**config.mk**
```make
export PLATFORM = sky130hd
export DESIGN_NAME = ubc_top
export DESIGN_NICKNAME = d
export VERILOG_FILES = /design/src/logic/ubc_pkg.sv /design/src/logic/ubc_tick_if.sv /design/src/logic/ubc_sync.sv /design/src/logic/ubc_divider.sv /design/src/logic/ubc_top.sv
export SDC_FILE = /design/constraint.sdc
export NUM_CORES = 1
export LEC_CHECK = 0
export BUFFER_PORTS_ARGS = -buffer_cell sky130_fd_sc_hd__clkbuf_2
export CAP_MARGIN = 15
export CORE_AREA = 2 2 118 120
export CTS_CLUSTER_SIZE = 20
export DETAILED_ROUTE_END_ITERATION = 16
export DIE_AREA = 0 0 120 122
export MAX_ROUTING_LAYER = met4
export PLACE_DENSITY_LB_ADDON = 0.12
export SETUP_SLACK_MARGIN = 0.4
export SLEW_MARGIN = 20
export SYNTH_ARGS = -nofsm -noshare
export SYNTH_HDL_FRONTEND = slang
export SYNTH_HIERARCHICAL = 1
export SYNTH_SLANG_ARGS = --single-unit
```
**constraint.sdc**
```tcl
create_clock -name clock -period 4.6 [get_ports clock]
set_clock_uncertainty 0.2 [all_clocks]
set_input_delay 0.92 -clock clock [delete_from_list [all_inputs] [get_ports clock]]
set_output_delay 0.92 -clock clock [all_outputs]
set_load 0.02 [all_outputs]
```
**src/logic/ubc_pkg.sv**
```systemverilog
// shared constants and types for the baud and break control block
package ubc_pkg;
    localparam int          ADR_W         = 18;
    localparam logic [15:0] IDX_MODE      = 16'hFF50;
    localparam logic [15:0] IDX_CLKSEL    = 16'hFF56;
    localparam logic [15:0] IDX_DIVIDER   = 16'hFF57;
    localparam logic [15:0] IDX_BRKCTL    = 16'hFF58;
    localparam logic [7:0]  RST_MODE      = 8'h01;
    localparam logic [3:0]  RST_CLKSEL    = 4'h0;
    localparam logic [7:0]  RST_DIVIDER   = 8'hFF;
    localparam logic [7:0]  RST_BRKCTL    = 8'h16;
    localparam int          MODE_POWER    = 7;
    localparam int          MODE_TXE      = 6;
    localparam int          MODE_RXE      = 5;
    localparam int          BC_RXSTAT     = 7;
    localparam int          BC_RXTRIG     = 6;
    localparam int          BC_TXTRIG     = 5;
    localparam int          BC_LEN_HI     = 4;
    localparam int          BC_LEN_LO     = 2;
    localparam int          BC_DIR        = 1;
    localparam int          BC_INV        = 0;
    localparam int          CLKSEL_W      = 4;
    localparam logic [3:0]  SEL_PRE_MAX   = 4'hA;
    localparam logic [3:0]  SEL_TIMER     = 4'hB;
    localparam int          PRE_W         = 10;
    localparam logic [7:0]  DIV_STEP      = 8'h01;
    localparam int          TICKS_PER_BIT = 2;
    localparam logic [5:0]  BRK_BASE_BITS = 6'h10;
    localparam logic [2:0]  BRK_LEN_TOP   = 3'h4;
    localparam logic [5:0]  BRK_WRAP_BITS = 6'h08;
    localparam int          RX_MIN_BITS   = 11;
    localparam logic [5:0]  RX_MIN_TICKS  = 6'(RX_MIN_BITS * TICKS_PER_BIT);

    typedef enum logic [2:0] {
        RX_OFF  = 3'b001,
        RX_WAIT = 3'b010,
        RX_LOW  = 3'b100
    } ubc_rx_e;

    typedef enum logic [1:0] {
        TX_IDLE = 2'b01,
        TX_SEND = 2'b10
    } ubc_tx_e;
endpackage

```
**src/logic/ubc_tick_if.sv**
```systemverilog
// counter and bit-rate enable pulses from the divider to the break logic
`timescale 1ns/1ns
interface ubc_tick_if;
    logic tick;
    logic bitTick;
    modport src (output tick, output bitTick);
    modport dst (input tick, input bitTick);
endinterface

```
**src/logic/ubc_sync.sv**
```systemverilog
// two-stage synchroniser for the serial receive pin
`timescale 1ns/1ns
module ubc_sync (
    input  wire logic clock,
    input  wire logic rst,
    input  wire logic d,
    output logic      q
);
    typedef struct packed {
        logic s1;
        logic s2;
    } ubc_sync_s;

    ubc_sync_s st;
    ubc_sync_s next_st;

    always_comb begin
        next_st.s1 = d;
        next_st.s2 = st.s1;
    end

    // line idles high, so reset to the idle level
    always_ff @(posedge clock or posedge rst) begin
        if (rst) begin
            st <= 2'b11;
        end else begin
            st <= next_st;
        end
    end

    assign q = st.s2;
endmodule

```
**src/logic/ubc_divider.sv**
```systemverilog
// base clock prescaler and 8-bit baud counter
`timescale 1ns/1ns
module ubc_divider (
    input  wire logic                          clock,
    input  wire logic                          rst,
    input  wire logic                          run,
    input  wire logic [ubc_pkg::CLKSEL_W-1:0]  clkSel,
    input  wire logic [7:0]                    divValue,
    input  wire logic                          timerPulse,
    ubc_tick_if.src                            tk
);
    typedef struct packed {
        logic [ubc_pkg::PRE_W-1:0] pre;
        logic [7:0]                cnt;
        logic                      half;
        logic                      tick;
        logic                      bitTick;
    } ubc_div_s;

    ubc_div_s                  st;
    ubc_div_s                  next_st;
    logic [ubc_pkg::PRE_W-1:0] mask;
    logic                      baseHit;

    always_comb begin
        mask    = ubc_pkg::PRE_W'((11'h001 << clkSel) - 11'h001);
        baseHit = 1'b0;
        if (clkSel <= ubc_pkg::SEL_PRE_MAX) begin
            baseHit = ((st.pre & mask) == mask);
        end else if (clkSel == ubc_pkg::SEL_TIMER) begin
            baseHit = timerPulse;
        end
        next_st         = st;
        next_st.tick    = 1'b0;
        next_st.bitTick = 1'b0;
        next_st.pre     = st.pre + 1'b1;
        // compare against k-1 every time, so a same-value rewrite never disturbs the count
        if (baseHit) begin
            if (st.cnt >= divValue - ubc_pkg::DIV_STEP) begin
                next_st.cnt     = '0;
                next_st.tick    = 1'b1;
                next_st.half    = ~st.half;
                next_st.bitTick = st.half;
            end else begin
                next_st.cnt = st.cnt + 1'b1;
            end
        end
        // power off stops the internal clock and clears the phase
        if (!run) begin
            next_st = '0;
        end
    end

    always_ff @(posedge clock or posedge rst) begin
        if (rst) begin
            st <= '0;
        end else begin
            st <= next_st;
        end
    end

    assign tk.tick    = st.tick;
    assign tk.bitTick = st.bitTick;

    a_tick_gap: assert property (@(posedge clock) disable iff (rst)
        (st.tick && divValue >= 8'h04) |=> !st.tick [*3])
        else $error("baud counter pulses closer than k base clocks");
    a_bit_half: assert property (@(posedge clock) disable iff (rst)
        st.bitTick |-> (st.tick && !st.half))
        else $error("bit pulse not on every second counter pulse");
endmodule

```
**src/logic/ubc_top.sv**
```systemverilog
// baud divider and break field control with a classic Wishbone register slave
// What this block does
// - reset loads divider with all ones
// - counter output is base clock over k
// - bit rate is counter output halved
// - same-value divider rewrite never disturbs operation
// - break control register resets to 16H
// - break receive flag set while receiving
// - receive error rearms, flag stays one
// - receive trigger reads zero, self clears
// - transmit trigger reads zero, self clears
// - transmitted break length follows 3-bit field
// - break transmit end raises transmit complete
// - bit order and transmit inversion controls
// - base clock is prescaled or timer output
// - power off resets unit, enables reset circuits
`timescale 1ns/1ns
module ubc_top (
    input  wire logic                      clock,
    input  wire logic                      rst,
    input  wire logic                      wb_cyc_i,
    input  wire logic                      wb_stb_i,
    input  wire logic                      wb_we_i,
    input  wire logic [ubc_pkg::ADR_W-1:0] wb_adr_i,
    input  wire logic [3:0]                wb_sel_i,
    input  wire logic [31:0]               wb_dat_i,
    output logic      [31:0]               wb_dat_o,
    output logic                           wb_ack_o,
    input  wire logic                      serialRxPin,
    input  wire logic                      timerPulse,
    output logic                           serialTxPin,
    output logic                           txCompleteIrq,
    output logic                           rxBreakIrq,
    output logic                           firstBitLsb
);
    typedef struct packed {
        logic [7:0]                       mode;
        logic [ubc_pkg::CLKSEL_W-1:0]     clkSel;
        logic [7:0]                       divider;
        logic [2:0]                       brkLen;
        logic                             dir;
        logic                             inv;
        logic                             rxStatus;
        ubc_pkg::ubc_rx_e                 rxState;
        ubc_pkg::ubc_tx_e                 txState;
        logic [5:0]                       txCnt;
        logic [5:0]                       lowCnt;
        logic                             ack;
        logic [31:0]                      rdata;
        logic                             txd;
        logic                             txIrq;
        logic                             rxIrq;
    } ubc_top_s;

    localparam ubc_top_s RST_ST = '{
        mode:     ubc_pkg::RST_MODE,
        clkSel:   ubc_pkg::RST_CLKSEL,
        divider:  ubc_pkg::RST_DIVIDER,
        brkLen:   ubc_pkg::RST_BRKCTL[ubc_pkg::BC_LEN_HI:ubc_pkg::BC_LEN_LO],
        dir:      ubc_pkg::RST_BRKCTL[ubc_pkg::BC_DIR],
        inv:      ubc_pkg::RST_BRKCTL[ubc_pkg::BC_INV],
        rxStatus: ubc_pkg::RST_BRKCTL[ubc_pkg::BC_RXSTAT],
        rxState:  ubc_pkg::RX_OFF,
        txState:  ubc_pkg::TX_IDLE,
        txCnt:    6'h00,
        lowCnt:   6'h00,
        ack:      1'b0,
        rdata:    32'h0000_0000,
        txd:      1'b1,
        txIrq:    1'b0,
        rxIrq:    1'b0
    };

    ubc_top_s    st;
    ubc_top_s    next_st;
    ubc_tick_if  tk ();
    logic        rxd;
    logic [15:0] idx;
    logic        power;
    logic        txOn;
    logic        rxOn;
    logic [5:0]  lenBits;
    logic [5:0]  lenTicks;
    logic        ctlWrite;

    ubc_sync u_rx_sync (
        .clock (clock),
        .rst   (rst),
        .d     (serialRxPin),
        .q     (rxd)
    );

    ubc_divider u_divider (
        .clock      (clock),
        .rst        (rst),
        .run        (power),
        .clkSel     (st.clkSel),
        .divValue   (st.divider),
        .timerPulse (timerPulse),
        .tk         (tk.src)
    );

    assign idx   = wb_adr_i[ubc_pkg::ADR_W-1:2];
    assign power = st.mode[ubc_pkg::MODE_POWER];
    assign txOn  = power & st.mode[ubc_pkg::MODE_TXE];
    assign rxOn  = power & st.mode[ubc_pkg::MODE_RXE];
    // codes above four wrap down to the 13 to 15 bit lengths
    assign lenBits  = (st.brkLen > ubc_pkg::BRK_LEN_TOP)
                    ? 6'(ubc_pkg::BRK_BASE_BITS + {3'b000, st.brkLen} - ubc_pkg::BRK_WRAP_BITS)
                    : 6'(ubc_pkg::BRK_BASE_BITS + {3'b000, st.brkLen});
    assign ctlWrite = wb_cyc_i && wb_stb_i && !st.ack && wb_we_i && wb_sel_i[0] && idx == ubc_pkg::IDX_BRKCTL;
    assign lenTicks = 6'(lenBits * ubc_pkg::TICKS_PER_BIT);

    always_comb begin
        next_st       = st;
        next_st.ack   = 1'b0;
        next_st.txIrq = 1'b0;
        next_st.rxIrq = 1'b0;

        // break transmission: low for the programmed number of bit times
        if (st.txState == ubc_pkg::TX_SEND && tk.tick) begin
            if (st.txCnt == lenTicks - 6'h01) begin
                next_st.txState = ubc_pkg::TX_IDLE;
                next_st.txIrq   = 1'b1;
            end else begin
                next_st.txCnt = st.txCnt + 6'h01;
            end
        end

        // break reception: measure the low time in counter pulses
        case (st.rxState)
            ubc_pkg::RX_OFF: begin
            end
            ubc_pkg::RX_WAIT: begin
                if (!rxd) begin
                    next_st.rxState = ubc_pkg::RX_LOW;
                    next_st.lowCnt  = '0;
                end
            end
            ubc_pkg::RX_LOW: begin
                if (rxd) begin
                    if (st.lowCnt >= ubc_pkg::RX_MIN_TICKS) begin
                        next_st.rxState  = ubc_pkg::RX_OFF;
                        next_st.rxStatus = 1'b0;
                        next_st.rxIrq    = 1'b1;
                    end else begin
                        next_st.rxState = ubc_pkg::RX_WAIT;
                    end
                end else if (tk.tick && st.lowCnt != 6'h3F) begin
                    next_st.lowCnt = st.lowCnt + 6'h01;
                end
            end
            default: begin
                next_st.rxState = ubc_pkg::RX_OFF;
            end
        endcase

        // register slave; bus writes come after the break logic so a new trigger wins over a finishing run
        if (wb_cyc_i && wb_stb_i && !st.ack) begin
            next_st.ack   = 1'b1;
            next_st.rdata = '0;
            case (idx)
                ubc_pkg::IDX_MODE: begin
                    next_st.rdata[7:0] = st.mode;
                end
                ubc_pkg::IDX_CLKSEL: begin
                    next_st.rdata[ubc_pkg::CLKSEL_W-1:0] = st.clkSel;
                end
                ubc_pkg::IDX_DIVIDER: begin
                    next_st.rdata[7:0] = st.divider;
                end
                ubc_pkg::IDX_BRKCTL: begin
                    next_st.rdata[7:0] = {st.rxStatus, 2'b00, st.brkLen, st.dir, st.inv};
                end
                default: begin
                    next_st.rdata = '0;
                end
            endcase
            if (wb_we_i && wb_sel_i[0]) begin
                case (idx)
                    ubc_pkg::IDX_MODE: begin
                        next_st.mode = wb_dat_i[7:0];
                    end
                    ubc_pkg::IDX_CLKSEL: begin
                        next_st.clkSel = wb_dat_i[ubc_pkg::CLKSEL_W-1:0];
                    end
                    ubc_pkg::IDX_DIVIDER: begin
                        next_st.divider = wb_dat_i[7:0];
                    end
                    ubc_pkg::IDX_BRKCTL: begin
                        next_st.brkLen = wb_dat_i[ubc_pkg::BC_LEN_HI:ubc_pkg::BC_LEN_LO];
                        next_st.dir    = wb_dat_i[ubc_pkg::BC_DIR];
                        next_st.inv    = wb_dat_i[ubc_pkg::BC_INV];
                        // a one restarts a running break, which is why refreshes must write zero
                        if (wb_dat_i[ubc_pkg::BC_RXTRIG] && rxOn) begin
                            next_st.rxState  = ubc_pkg::RX_WAIT;
                            next_st.rxStatus = 1'b1;
                        end
                        if (wb_dat_i[ubc_pkg::BC_TXTRIG] && txOn) begin
                            next_st.txState = ubc_pkg::TX_SEND;
                            next_st.txCnt   = '0;
                        end
                    end
                    default: begin
                    end
                endcase
            end
        end

        // disabling a direction resets its circuit on the next edge
        if (!txOn) begin
            next_st.txState = ubc_pkg::TX_IDLE;
            next_st.txCnt   = '0;
        end
        if (!rxOn) begin
            next_st.rxState  = ubc_pkg::RX_OFF;
            next_st.rxStatus = 1'b0;
        end

        // powered down the line sits high whatever the inversion
        next_st.txd = power ? ((next_st.txState != ubc_pkg::TX_SEND) ^ next_st.inv) : 1'b1;
    end

    always_ff @(posedge clock or posedge rst) begin
        if (rst) begin
            st <= RST_ST;
        end else begin
            st <= next_st;
        end
    end

    assign wb_dat_o      = st.rdata;
    assign wb_ack_o      = st.ack;
    assign serialTxPin   = st.txd;
    assign txCompleteIrq = st.txIrq;
    assign rxBreakIrq    = st.rxIrq;
    assign firstBitLsb   = st.dir;

    a_div_reset: assert property (@(posedge clock) disable iff (rst)
        $fell(rst) |-> (st.divider == 8'hFF))
        else $error("divider not all ones after reset");

    a_ctl_reset: assert property (@(posedge clock) disable iff (rst)
        $fell(rst) |-> ({st.brkLen, st.dir, st.inv} == 5'h16 && !st.rxStatus))
        else $error("break control not 16H after reset");

    a_trig_readzero: assert property (@(posedge clock) disable iff (rst)
        (st.ack && !wb_we_i && idx == ubc_pkg::IDX_BRKCTL) |-> (st.rdata[6:5] == 2'b00))
        else $error("trigger bit read back as one");

    a_tx_done_irq: assert property (@(posedge clock) disable iff (rst)
        st.txIrq |-> ($past(st.txState) == ubc_pkg::TX_SEND && $past(tk.tick)))
        else $error("transmit complete without a finishing break");

    a_tx_length: assert property (@(posedge clock) disable iff (rst)
        (st.txState == ubc_pkg::TX_SEND && tk.tick && st.txCnt == lenTicks - 6'h01)
        |=> (st.txIrq && st.txState == ubc_pkg::TX_IDLE))
        else $error("break not ended at programmed length");

    a_txd_break: assert property (@(posedge clock) disable iff (rst)
        (st.txState == ubc_pkg::TX_SEND && power) |-> (serialTxPin == st.inv))
        else $error("break level wrong for inversion setting");

    a_tx_low_hold: assert property (@(posedge clock) disable iff (rst)
        (st.txState == ubc_pkg::TX_SEND && !tk.tick && txOn) |=> (st.txState == ubc_pkg::TX_SEND))
        else $error("break ended between counter pulses");

    a_tx_trig_start: assert property (@(posedge clock) disable iff (rst)
        (ctlWrite && wb_dat_i[ubc_pkg::BC_TXTRIG] && txOn) |=> (st.txState == ubc_pkg::TX_SEND && serialTxPin == st.inv))
        else $error("accepted break trigger did not start");

    a_tx_trig_drop: assert property (@(posedge clock) disable iff (rst)
        (ctlWrite && wb_dat_i[ubc_pkg::BC_TXTRIG] && !txOn) |=> (st.txState == ubc_pkg::TX_IDLE))
        else $error("break trigger taken while disabled");

    a_txirq_single: assert property (@(posedge clock) disable iff (rst)
        st.txIrq |=> !st.txIrq)
        else $error("transmit complete longer than one cycle");

    a_tx_off_idle: assert property (@(posedge clock) disable iff (rst)
        !txOn |=> (st.txState == ubc_pkg::TX_IDLE && st.txCnt == 6'h00))
        else $error("transmit circuit not reset when disabled");

    a_power_idle: assert property (@(posedge clock) disable iff (rst)
        !power |=> serialTxPin)
        else $error("line not high while powered down");

    a_rx_error_hold: assert property (@(posedge clock) disable iff (rst)
        (st.rxState == ubc_pkg::RX_LOW && rxd && st.lowCnt < ubc_pkg::RX_MIN_TICKS && rxOn && !st.ack)
        |=> (st.rxStatus && st.rxState == ubc_pkg::RX_WAIT))
        else $error("short break did not rearm reception");

    a_rx_trig_arm: assert property (@(posedge clock) disable iff (rst)
        (ctlWrite && wb_dat_i[ubc_pkg::BC_RXTRIG] && rxOn) |=> (st.rxStatus && st.rxState == ubc_pkg::RX_WAIT))
        else $error("receive trigger did not arm");

    a_rx_state_flag: assert property (@(posedge clock) disable iff (rst)
        (st.rxState != ubc_pkg::RX_OFF) |-> st.rxStatus)
        else $error("reception running with status clear");

    a_rx_done_clear: assert property (@(posedge clock) disable iff (rst)
        st.rxIrq |-> (!st.rxStatus && $past(st.lowCnt) >= ubc_pkg::RX_MIN_TICKS))
        else $error("break received but status still set");

    a_rx_off_clear: assert property (@(posedge clock) disable iff (rst)
        !rxOn |=> !st.rxStatus)
        else $error("status held with reception off");

    a_rx_off_idle: assert property (@(posedge clock) disable iff (rst)
        !rxOn |=> (st.rxState == ubc_pkg::RX_OFF))
        else $error("receive circuit not reset when disabled");

    // bus handshake
    a_ack_latency: assert property (@(posedge clock) disable iff (rst)
        (wb_cyc_i && wb_stb_i && !st.ack) |=> st.ack)
        else $error("bus request not answered next cycle");

    a_ack_single: assert property (@(posedge clock) disable iff (rst)
        st.ack |=> !st.ack)
        else $error("bus ack longer than one cycle");

    a_rdata_upper: assert property (@(posedge clock) disable iff (rst)
        st.ack |-> (st.rdata[31:8] == 24'h000000))
        else $error("read data upper bits not zero");

    c_tx_break: cover property (@(posedge clock) disable iff (rst) st.txIrq);
    c_rx_break: cover property (@(posedge clock) disable iff (rst) st.rxIrq);
    c_rx_error: cover property (@(posedge clock) disable iff (rst)
        st.rxState == ubc_pkg::RX_LOW ##1 st.rxState == ubc_pkg::RX_WAIT);
    c_inverted: cover property (@(posedge clock) disable iff (rst)
        st.txState == ubc_pkg::TX_SEND && st.inv);
    c_len_twenty: cover property (@(posedge clock) disable iff (rst)
        st.txIrq && st.brkLen == ubc_pkg::BRK_LEN_TOP);
endmodule

```
After elaboration in Yosys (flattened, before gate mapping) --
Cells that the tools add are included.
Word-level totals: register bits 77, logic and storage cells 110, output and inout bits 37
Operators by class: $lt $le $gt $ge 4, shift-type cells 1, reduce and logical (&&, ||, !) cells 15, add/sub/neg operators 9, bitwise operators 5, mux-type cells 36, eq/ne operators 18
Operators by type and width (number):
- 16-bit == test (second input constant) | 4
- 13-bit 2-to-1 mux | 3
- 33-bit 2-to-1 mux | 1
- 8-bit 2-to-1 mux | 4
- 6-bit 2-to-1 mux | 4
- 21-bit 2-to-1 mux | 1
- 4-bit one-hot mux with 4 select lines | 1
- 6-bit by 1-bit adder with 6-bit output (second input constant) | 2
- 4-bit 2-to-1 mux | 3
- 4-bit one-hot mux with 3 select lines | 1
- 6-bit one-hot mux with 2 select lines | 1
- 3-bit AND reduction | 4
- 11-bit 2-to-1 mux | 1
- 10-bit by 1-bit adder with 10-bit output (second input constant) | 1
- 10-bit bitwise AND | 1
- 10-bit == test | 1
- 1-bit 2-to-1 mux | 10
- 1-bit by 4-bit << shifter with 10-bit output (first input constant) | 1
- 10-bit by 1-bit subtractor with 10-bit output (second input constant) | 1
- 3-bit one-hot mux with 3 select lines | 1
- 8-bit by 1-bit adder with 8-bit output (second input constant) | 1
- 8-bit greater-or-equal comparator | 1
- 2-bit inequality test (second input constant) | 4
- 8-bit by 1-bit subtractor with 8-bit output (second input constant) | 1
- 25 further kinds | 35

Depth between registers and ports, before layout --
Gate-level depths: netlist of run 1.
depth in word-level cells 15, depth in mapped cells 11

Hierarchy --
The synthesis of run 1 kept the hierarchy.
By module, submodules not included:
- ubc_top | cells each 286, seq. area each 1395.1 um2, instances 1, area each 3012.9 um2
- ubc_divider | cells each 167, seq. area each 525.5 um2, instances 1, area each 1508.9 um2
- ubc_sync | cells each 3, seq. area each 52.6 um2, instances 1, area each 56.3 um2

Least setup slack after synthesis of run 1 --
OpenSTA, ideal clock, no wires.
path kind reg2reg, from register st[64] (netlist bit), to register u_divider/st[3] (netlist bit), clock period less this slack 2710 ps, data required time 4317 ps, library setup time 83 ps, path buffers 0, path slack 1890 ps, stages on the path, launching flop included 11, data arrival time 2428 ps, cell sequence dfstp_2 nor4_1 nand2_1 xor2_1 ha_1 a211o_1 a21oi_1 o21a_1 o21ai_0 or2_2 o21ai_0
On the way: word-level cells in the longest chain between the ends 5
Ends and longest elaborated chain:
- start: declaration | line ubc_top.sv:74 | ubc_top_s st;
- start signal: assignment | line ubc_top.sv:228 | st <= next_st;
- 8-bit by 1-bit subtractor with 8-bit output | line ubc_divider.sv:39 | if (st.cnt >= divValue - ubc_pkg::DIV_STEP) begin
- 8-bit greater-or-equal comparator | line ubc_divider.sv:39
- 8-bit 2-to-1 mux | line ubc_divider.sv:39
- 11-bit 2-to-1 mux | line ubc_divider.sv:38 | if (baseHit) begin
- 21-bit 2-to-1 mux | line ubc_divider.sv:49 | if (!run) begin
- end signal: assignment | line ubc_divider.sv:58 | st <= next_st;
- end: declaration | line ubc_divider.sv:20 | ubc_div_s st;
Every way passes these cells. The select of a mux whose other input is x is not followed. A chain may end at the register's enable or synchronous reset.

Worst setup path after layout of run 1 --
from register st[59] (netlist bit), to register u_divider/st[3] (netlist bit)
Same word-level chain as after synthesis.

==> results of run 1 <==
==> layout make-up <==
class                           count  area (um^2)  share of cell area, %
Multi-Input combinational cell    331         2290                   45.2
Sequential cell                    76         1920                   38.0
Clock buffer                       11          243                   4.80
Timing Repair Buffer               45          228                   4.50
Tap cell                          180          225                   4.45
Inverter                           21         78.8                   1.56
Clock inverter                      4         75.1                   1.48
==> per-layer routing <==
metal	part of all wire [%]	up-vias	wire (um)
li1	-	1610	-
met1	47	1604	4690
met2	47	63	4660
met3	4.7	13	470
met4	1.4	0	138
met5	0	-	0
==> report_power, final <==
group,internal (W),switching (W),total (W)
Combinational,0.0000173,0.0000513,0.0000686
Sequential,0.000674,0.00000215,0.000676
Clock,0.000487,0.000280,0.000767
==> path summary, 6_finish.rpt <==
check	from	to	slack, ps	cells past startpoint
max	st[59]	u_divider/st[3]	1470	11
min	u_rx_sync/next_st[0]	u_rx_sync/q	160	0
max reg2reg	st[59]	u_divider/st[3]	1470	11
min reg2reg	u_rx_sync/next_st[0]	u_rx_sync/q	160	0
max in group asynchronous	rst	st[61]	2920	3
min in group asynchronous	rst	st[47]	440	2
==> through the flow <==
stage / setup WS (ps) / std cells / cell area, um^2
after floorplan: 1890 / 472 / 4580
after global placement: 1530 / 653 / 4740
after detailed placement: 1500 / 653 / 4740
after CTS: 1450 / 668 / 5060
after global routing: 1190 / 668 / 5060
final: 1470 / 668 / 5060
==> worst max-delay path: cells and delay by family (launching register included) <==
family                     cells  cell delay [ps]
and+or+nand+nor                2              580
xor gates and xnor gates       1              190
AOI/OAI and AO/OA              5              930
buffers and inverters          1               70
adders and majority gates      2              520
DFF                            1              570
==> impl_results.md, run 1 <==
- Slew Limit Headroom: 43.1%
- Clock transition at the register clock pins on the worst setup and hold paths after CTS: 60 ps
- Number of gates given a new drive strength after cts: 0
- Net count, final: 562
- CTS Root Buffer Type: sky130_fd_sc_hd__clkbuf_16
- Slowest cell on crit path: sky130_fd_sc_hd__dfstp_2
- Synthesized cell area: 4500 um^2
- I/O Buffers: 44
- Congestion Overflow GR: 0
- Average detailed-routed wire length per instance: 14.9 um
- Fin util: 37.5%
- Initial cell density of the core: 33.3%
- First DRT Iteration DRCs: 191
- Global route hottest layer: met2
- CTS tree: yes
- Hold Worst Slack: 159 ps
- Hold WC Path Type: reg -> reg
- Initial antenna violation count: 0
- Floorplan Core Area: 13,500 um^2
- Die Span X: 120 um
- Number of clock sinks seen by CTS: 76
- CTS Buf Count: 9
- Count of antenna-violating nets left after detailed routing: 0
- Met2 Track Usage GR: 23.6%
- Filler instances: 1,334
- Sum Neg Setup Slack: 0 ps
- Met3 Use GR: 3.84%
- IO Count: 98
- HPWL after detailed placement: 7330 um
- Hold Fails Final Rpt: 0
- Post-route clock period utilization: 68.1%
- Unrepaired setup endpoints after global routing: false
- Pin count of the biggest net entering global routing: 33
- Number of hold buffers added after CTS: 0
- Maximum fanout along the worst path: 6
- LEAKAGE: 2.41 nW
- Diode insertion count for antenna repair: 0
- Most common library cell in the layout ignoring fill and taps: sky130_fd_sc_hd__dfrtp_1
- Shortest clock period the worst path allows after layout: 3130 ps
- Average via count per standard cell: 4.93
- Met1 Usage GRT: 19.0%
- Count of warnings emitted by yosys: 6
- H-tree levels: 3
- Fmax: 0.319 GHz
- Drt pass-1 iters: 4
- Routed vias: 3,290
- Cell chain of the critical path: inv_1, ha_1, nand2_1, xor2_1, ha_1, a21o_1, a21oi_1, o21a_1, o21ai_0, or2_2, o21ai_0
- Largest register by flop count: st
- Remaining design rule violation count: 0
- Power consumption: 0.00151 W
- Die height: 122 um
- Post-synthesis cell count: 449
- Number of max-slew violations in the final report: 0
- Weighted congestion at the end of routability-driven global placement: 0.847
- FP Rows: 43
- Worst EP arrival: 3190 ps
- Number of endpoints failing setup at the final stage: 0
- Global-route usage over all layers: 15.1%
- Clock insertion delay at the later pin of the skew report: 340 ps
- WS Path Type: reg -> reg
- Number of buffers inserted to repair setup after CTS: 0
- Commonest cells after routing, fill and taps aside: sky130_fd_sc_hd__dfrtp_1, sky130_fd_sc_hd__clkbuf_2, sky130_fd_sc_hd__nand2_1
- Startpoint type of the worst setup path: flip-flop
- Worst ir drop on vdd: 169 uV
- Die area: 14,600 um^2
- Highest cell delay on the worst timing path: 570 ps
- Area Overhead vs Synth: 12.5%
- Required arrival time at the worst endpoint: 4660 ps
- Max-cap violation count: 0
- Buffers from clock root to sink, at most: 2
- Mean instance size in the synthesized netlist: 10.0 um^2
- Final WL: 9950 um
- Actual transition at the worst max-transition pin: 853 ps
- Share of layout cells above drive strength 1: 24.0%
- Endpoint type of the worst setup path: flip-flop
- Global-route wire length before repair: 16,700 um
- Via count of the first global-routing pass: 3,246
- Power per cell area: 299 nW/um^2
- Number of flip-flops in the largest register: 41
- Outcome: finished, final reports clean
No activity file was read; power rests on OpenSTA's default activity.
==> inputs of run 2 (changes only) <==
ABC_AREA = 1   (was not set)
CORE_AREA = 2 2 121 123   (was 2 2 118 120)
DIE_AREA = 0 0 123 125   (was 0 0 120 122)
clock period = 2.8 ns   (was 4.6 ns; I/O delays follow)
==> run 2 against run 1 <==
Effect of this change:
- design area is 6.3% higher
- critical path depth grew 3
- global-route usage increased by 0.77 points
- register-to-register slack lost 1000 ps
- cell count grew 25%
- clock power increased by 53%
- critical path type unchanged
- largest power group unchanged
==> impl_results.md, run 2 <==
- Outcome: finished, final reports clean
- Actual transition at the worst max-transition pin: 778 ps (-74.6 ps)
- Commonest cells after routing, fill and taps aside: sky130_fd_sc_hd__nand2_1, sky130_fd_sc_hd__inv_1, sky130_fd_sc_hd__dfrtp_1
- Post-synthesis cell count: 596 (+33%)
- Congestion Overflow GR: 0 (unchanged)
- Average detailed-routed wire length per instance: 13.0 um (-12%)
- Slew Limit Headroom: 48.0% (+4.9 points)
- Global-route wire length before repair: 18,400 um (+10%)
- Diode insertion count for antenna repair: 0 (unchanged)
- Routed vias: 3,852 (+17%)
- Part of the power in the clock network: 49.2% (-1.5 points)
- Fmax: 0.423 GHz (+32%)
- Power per cell area: 444 nW/um^2 (+48%)
- Sequential group share of total power: 46.3% (+1.6 points)
- Count of antenna-violating nets left after detailed routing: 0 (unchanged)
- Synthesized cell area: 4720 um^2 (+5.0%)
- Endpoint type of the worst setup path: flip-flop
- Number of max-slew violations in the final report: 0 (unchanged)
- Filler instances: 1,523 (+14%)
- Initial antenna violation count: 0 (unchanged)
- Average via count per standard cell: 4.63 (-6.0%)
- Shortest clock period the worst path allows after layout: 2370 ps (-765 ps)
- Worst ir drop on vdd: 245 uV (+45%)
- Die height: 125 um (+2.5%)
- Largest register by flop count: st
- Area occupied by multi-input gates: 2340 um^2 (+2.5%)
- Drt pass-1 iters: 4 (unchanged)
- Post-route clock period utilization: 84.5% (+16 points)
- Share of layout cells above drive strength 1: 22.7% (-1.3 points)
- Fin util: 37.9% (+0.41 points)
- Pin count of the biggest net entering global routing: 56 (+70%)
- Final WL: 10,900 um (+9.1%)
- Most common library cell in the layout ignoring fill and taps: sky130_fd_sc_hd__nand2_1
- Slowest cell on crit path: sky130_fd_sc_hd__dfstp_2
- HPWL after detailed placement: 8020 um (+9.5%)
- Proportion of power drawn by combinational gates: 4.5% (about the same)
- Clock insertion delay at the later pin of the skew report: 340 ps (about the same)
- Number of hold buffers added after CTS: 0 (unchanged)
- Remaining design rule violation count: 0 (unchanged)
- Sequential standard cell area: 1920 um^2 (unchanged)
- Total internal power: 0.00185 W (+57%)
- Met2 wire length: 4930 um (+5.9%)
- Switching power as a share of total power: 22.6% (+0.49 points)
- Floorplan Core Area: 14,200 um^2 (+5.2%)
- Hold WC Path Type: in -> async
- Required arrival time at the worst endpoint: 2840 ps (-1820 ps)
- Weighted congestion at the end of routability-driven global placement: 0.822 (-2.9%)
- Die Span X: 123 um (+2.5%)
- FP Rows: 44 (+2.3%)
- Hold Fails Final Rpt: 0 (unchanged)
- Number of flip-flops in the largest register: 41 (unchanged)
- Via count of the first global-routing pass: 3,670 (+13%)
- Crit path max-delay family: simple AND/OR/NAND/NOR gates
- Clock transition at the register clock pins on the worst setup and hold paths after CTS: 60 ps (about the same)
- Met3 Routed Length: 442 um (-6.0%)
- # placed instances: 813 (+25%)
- Maximum fanout along the worst path: 5 (-1)
- First DRT Iteration DRCs: 133 (-30%)
- IO Count: 98 (unchanged)
- WS Path Type: reg -> reg
- Buffering stage count on the worst path with inverters included: 3 (+2)
- Number of clock sinks seen by CTS: 76 (unchanged)
- Die area: 15,400 um^2 (+5.0%)
- Max-cap violation count: 0 (unchanged)
- Area Overhead vs Synth: 13.9%
- Mean instance size in the synthesized netlist: 7.92 um^2 (-21%)
- Startpoint type of the worst setup path: flip-flop
- H-tree levels: 3 (unchanged)
- Met1 Wirelength: 5310 um (+13%)
- Placed Area: 5000 um^2 (+5.5%)
- Buffers from clock root to sink, at most: 2 (unchanged)
- I/O Buffers: 44 (unchanged)
- Net count, final: 721 (+28%)
- Sum Neg Setup Slack: 0 ps (unchanged)
- Final instance area: 5380 um^2 (+6.3%)
- Global-route usage over all layers: 15.9% (+0.77 points)
- Worst EP arrival: 2400 ps (-790 ps)
- CTS Buf Count: 9 (unchanged)
- CTS tree: yes
- Count of warnings emitted by yosys: 6 (unchanged)
- LEAKAGE: 2.71 nW (+12%)
- Filler-free cell count of the finished design: 832 (+25%)
- Number of endpoints failing setup at the final stage: 0 (unchanged)
- CTS Root Buffer Type: sky130_fd_sc_hd__clkbuf_16
- Top layer reached by signal wires: met4
- Initial cell density of the core: 33.2% (-0.072 points)
- Cell chain of the critical path: inv_1, ha_4, nand2_2, nor3_2, xor2_1, inv_1, ha_1, nand2_1, nor2_2, nand4_1, nand3_2, inv_2, nand4_1, nand2_1
- Unrepaired setup endpoints after global routing: true
- Net switching power figure: 0.000538 W (+61%)
- Highest cell delay on the worst timing path: 570 ps (about the same)
-- run 2: changes by cell type in the layout (fill, tap and decap cells not counted), sizes merged, moves of 10 or more --
cell	change
o21ai	+17
inv	+59
nand2b	-11
nand3	+39
mux2	-27
and3	-12
nor2	+26
and2	-10
nand4	+11
nand2	+118
-- run 2: metrics by stage --
step | worst slack [ps] | total power, W | hold WS (ps)
6_report | 435 | 0.00239 | 54.4
5_1_grt | 284 | 0.00250 | 71.5
4_1_cts | 399 | 0.00244 | 50.7
3_5_place_dp | 303 | 0.00124 | 150
3_3_place_gp | 319 | 0.00123 | 149
2_1_floorplan | 558 | 0.00122 | 145
-- run 2: what timing repair did --
item / in CTS / in global routing
endpoints found under the setup margin: 9 / 14
gates cloned: 0 / 0
resized for setup: 7 / 8
setup buffers: 0 / 3
pin swaps: 0 / 8
hold endpoints to repair: 0 / 0
-- run 2: area by class of cell --
type                       count  area share, %
sequential                    76           35.8
timing repair buffer          51           5.07
inverter                      82           5.72
clock buffer                  16           5.61
multi-input combinational    423           43.6
tap                          184           4.28
-- run 2: worst register-to-register path, delay by kind of cell, from the launching register on --
family                     cells  cell delay (ps)
adders and majority gates      2              430
xor gates and xnor gates       1              140
DFF                            1              570
buffers and inverters          3              210
and+or+nand+nor                8              710
-- run 2: routing by layer --
layer / vias to the layer above / GRT usage (%)
li1: 1970 / -
met1: 1796 / 21.1
met2: 74 / 23.7
met3: 12 / 3.65
met4: 0 / 5.55
met5: - / -
-- run 2: worst paths after layout --
check,from,end,slack [ps],depth (start not counted)
worst max-delay path,st[60],u_divider/st[10],430,14
worst min-delay path,rst,u_rx_sync/next_st[0],50,2
worst max register to register,st[60],u_divider/st[10],430,14
worst min register to register,u_rx_sync/next_st[0],u_rx_sync/q,160,0
max in group asynchronous,rst,st[51],1690,3
min in group clock,serialRxPin,u_rx_sync/next_st[0],100,1
-- run 2: power groups by stage --
stage	combinational (W)	sequential, W	clock [W]
after CTS	0.000112	0.00110	0.00122
after detailed placement	0.000112	0.00112	0
final	0.000108	0.00111	0.00117
after floorplan	0.0000921	0.00112	0
after global routing	0.000124	0.00110	0.00127
after global placement	0.000110	0.00112	0
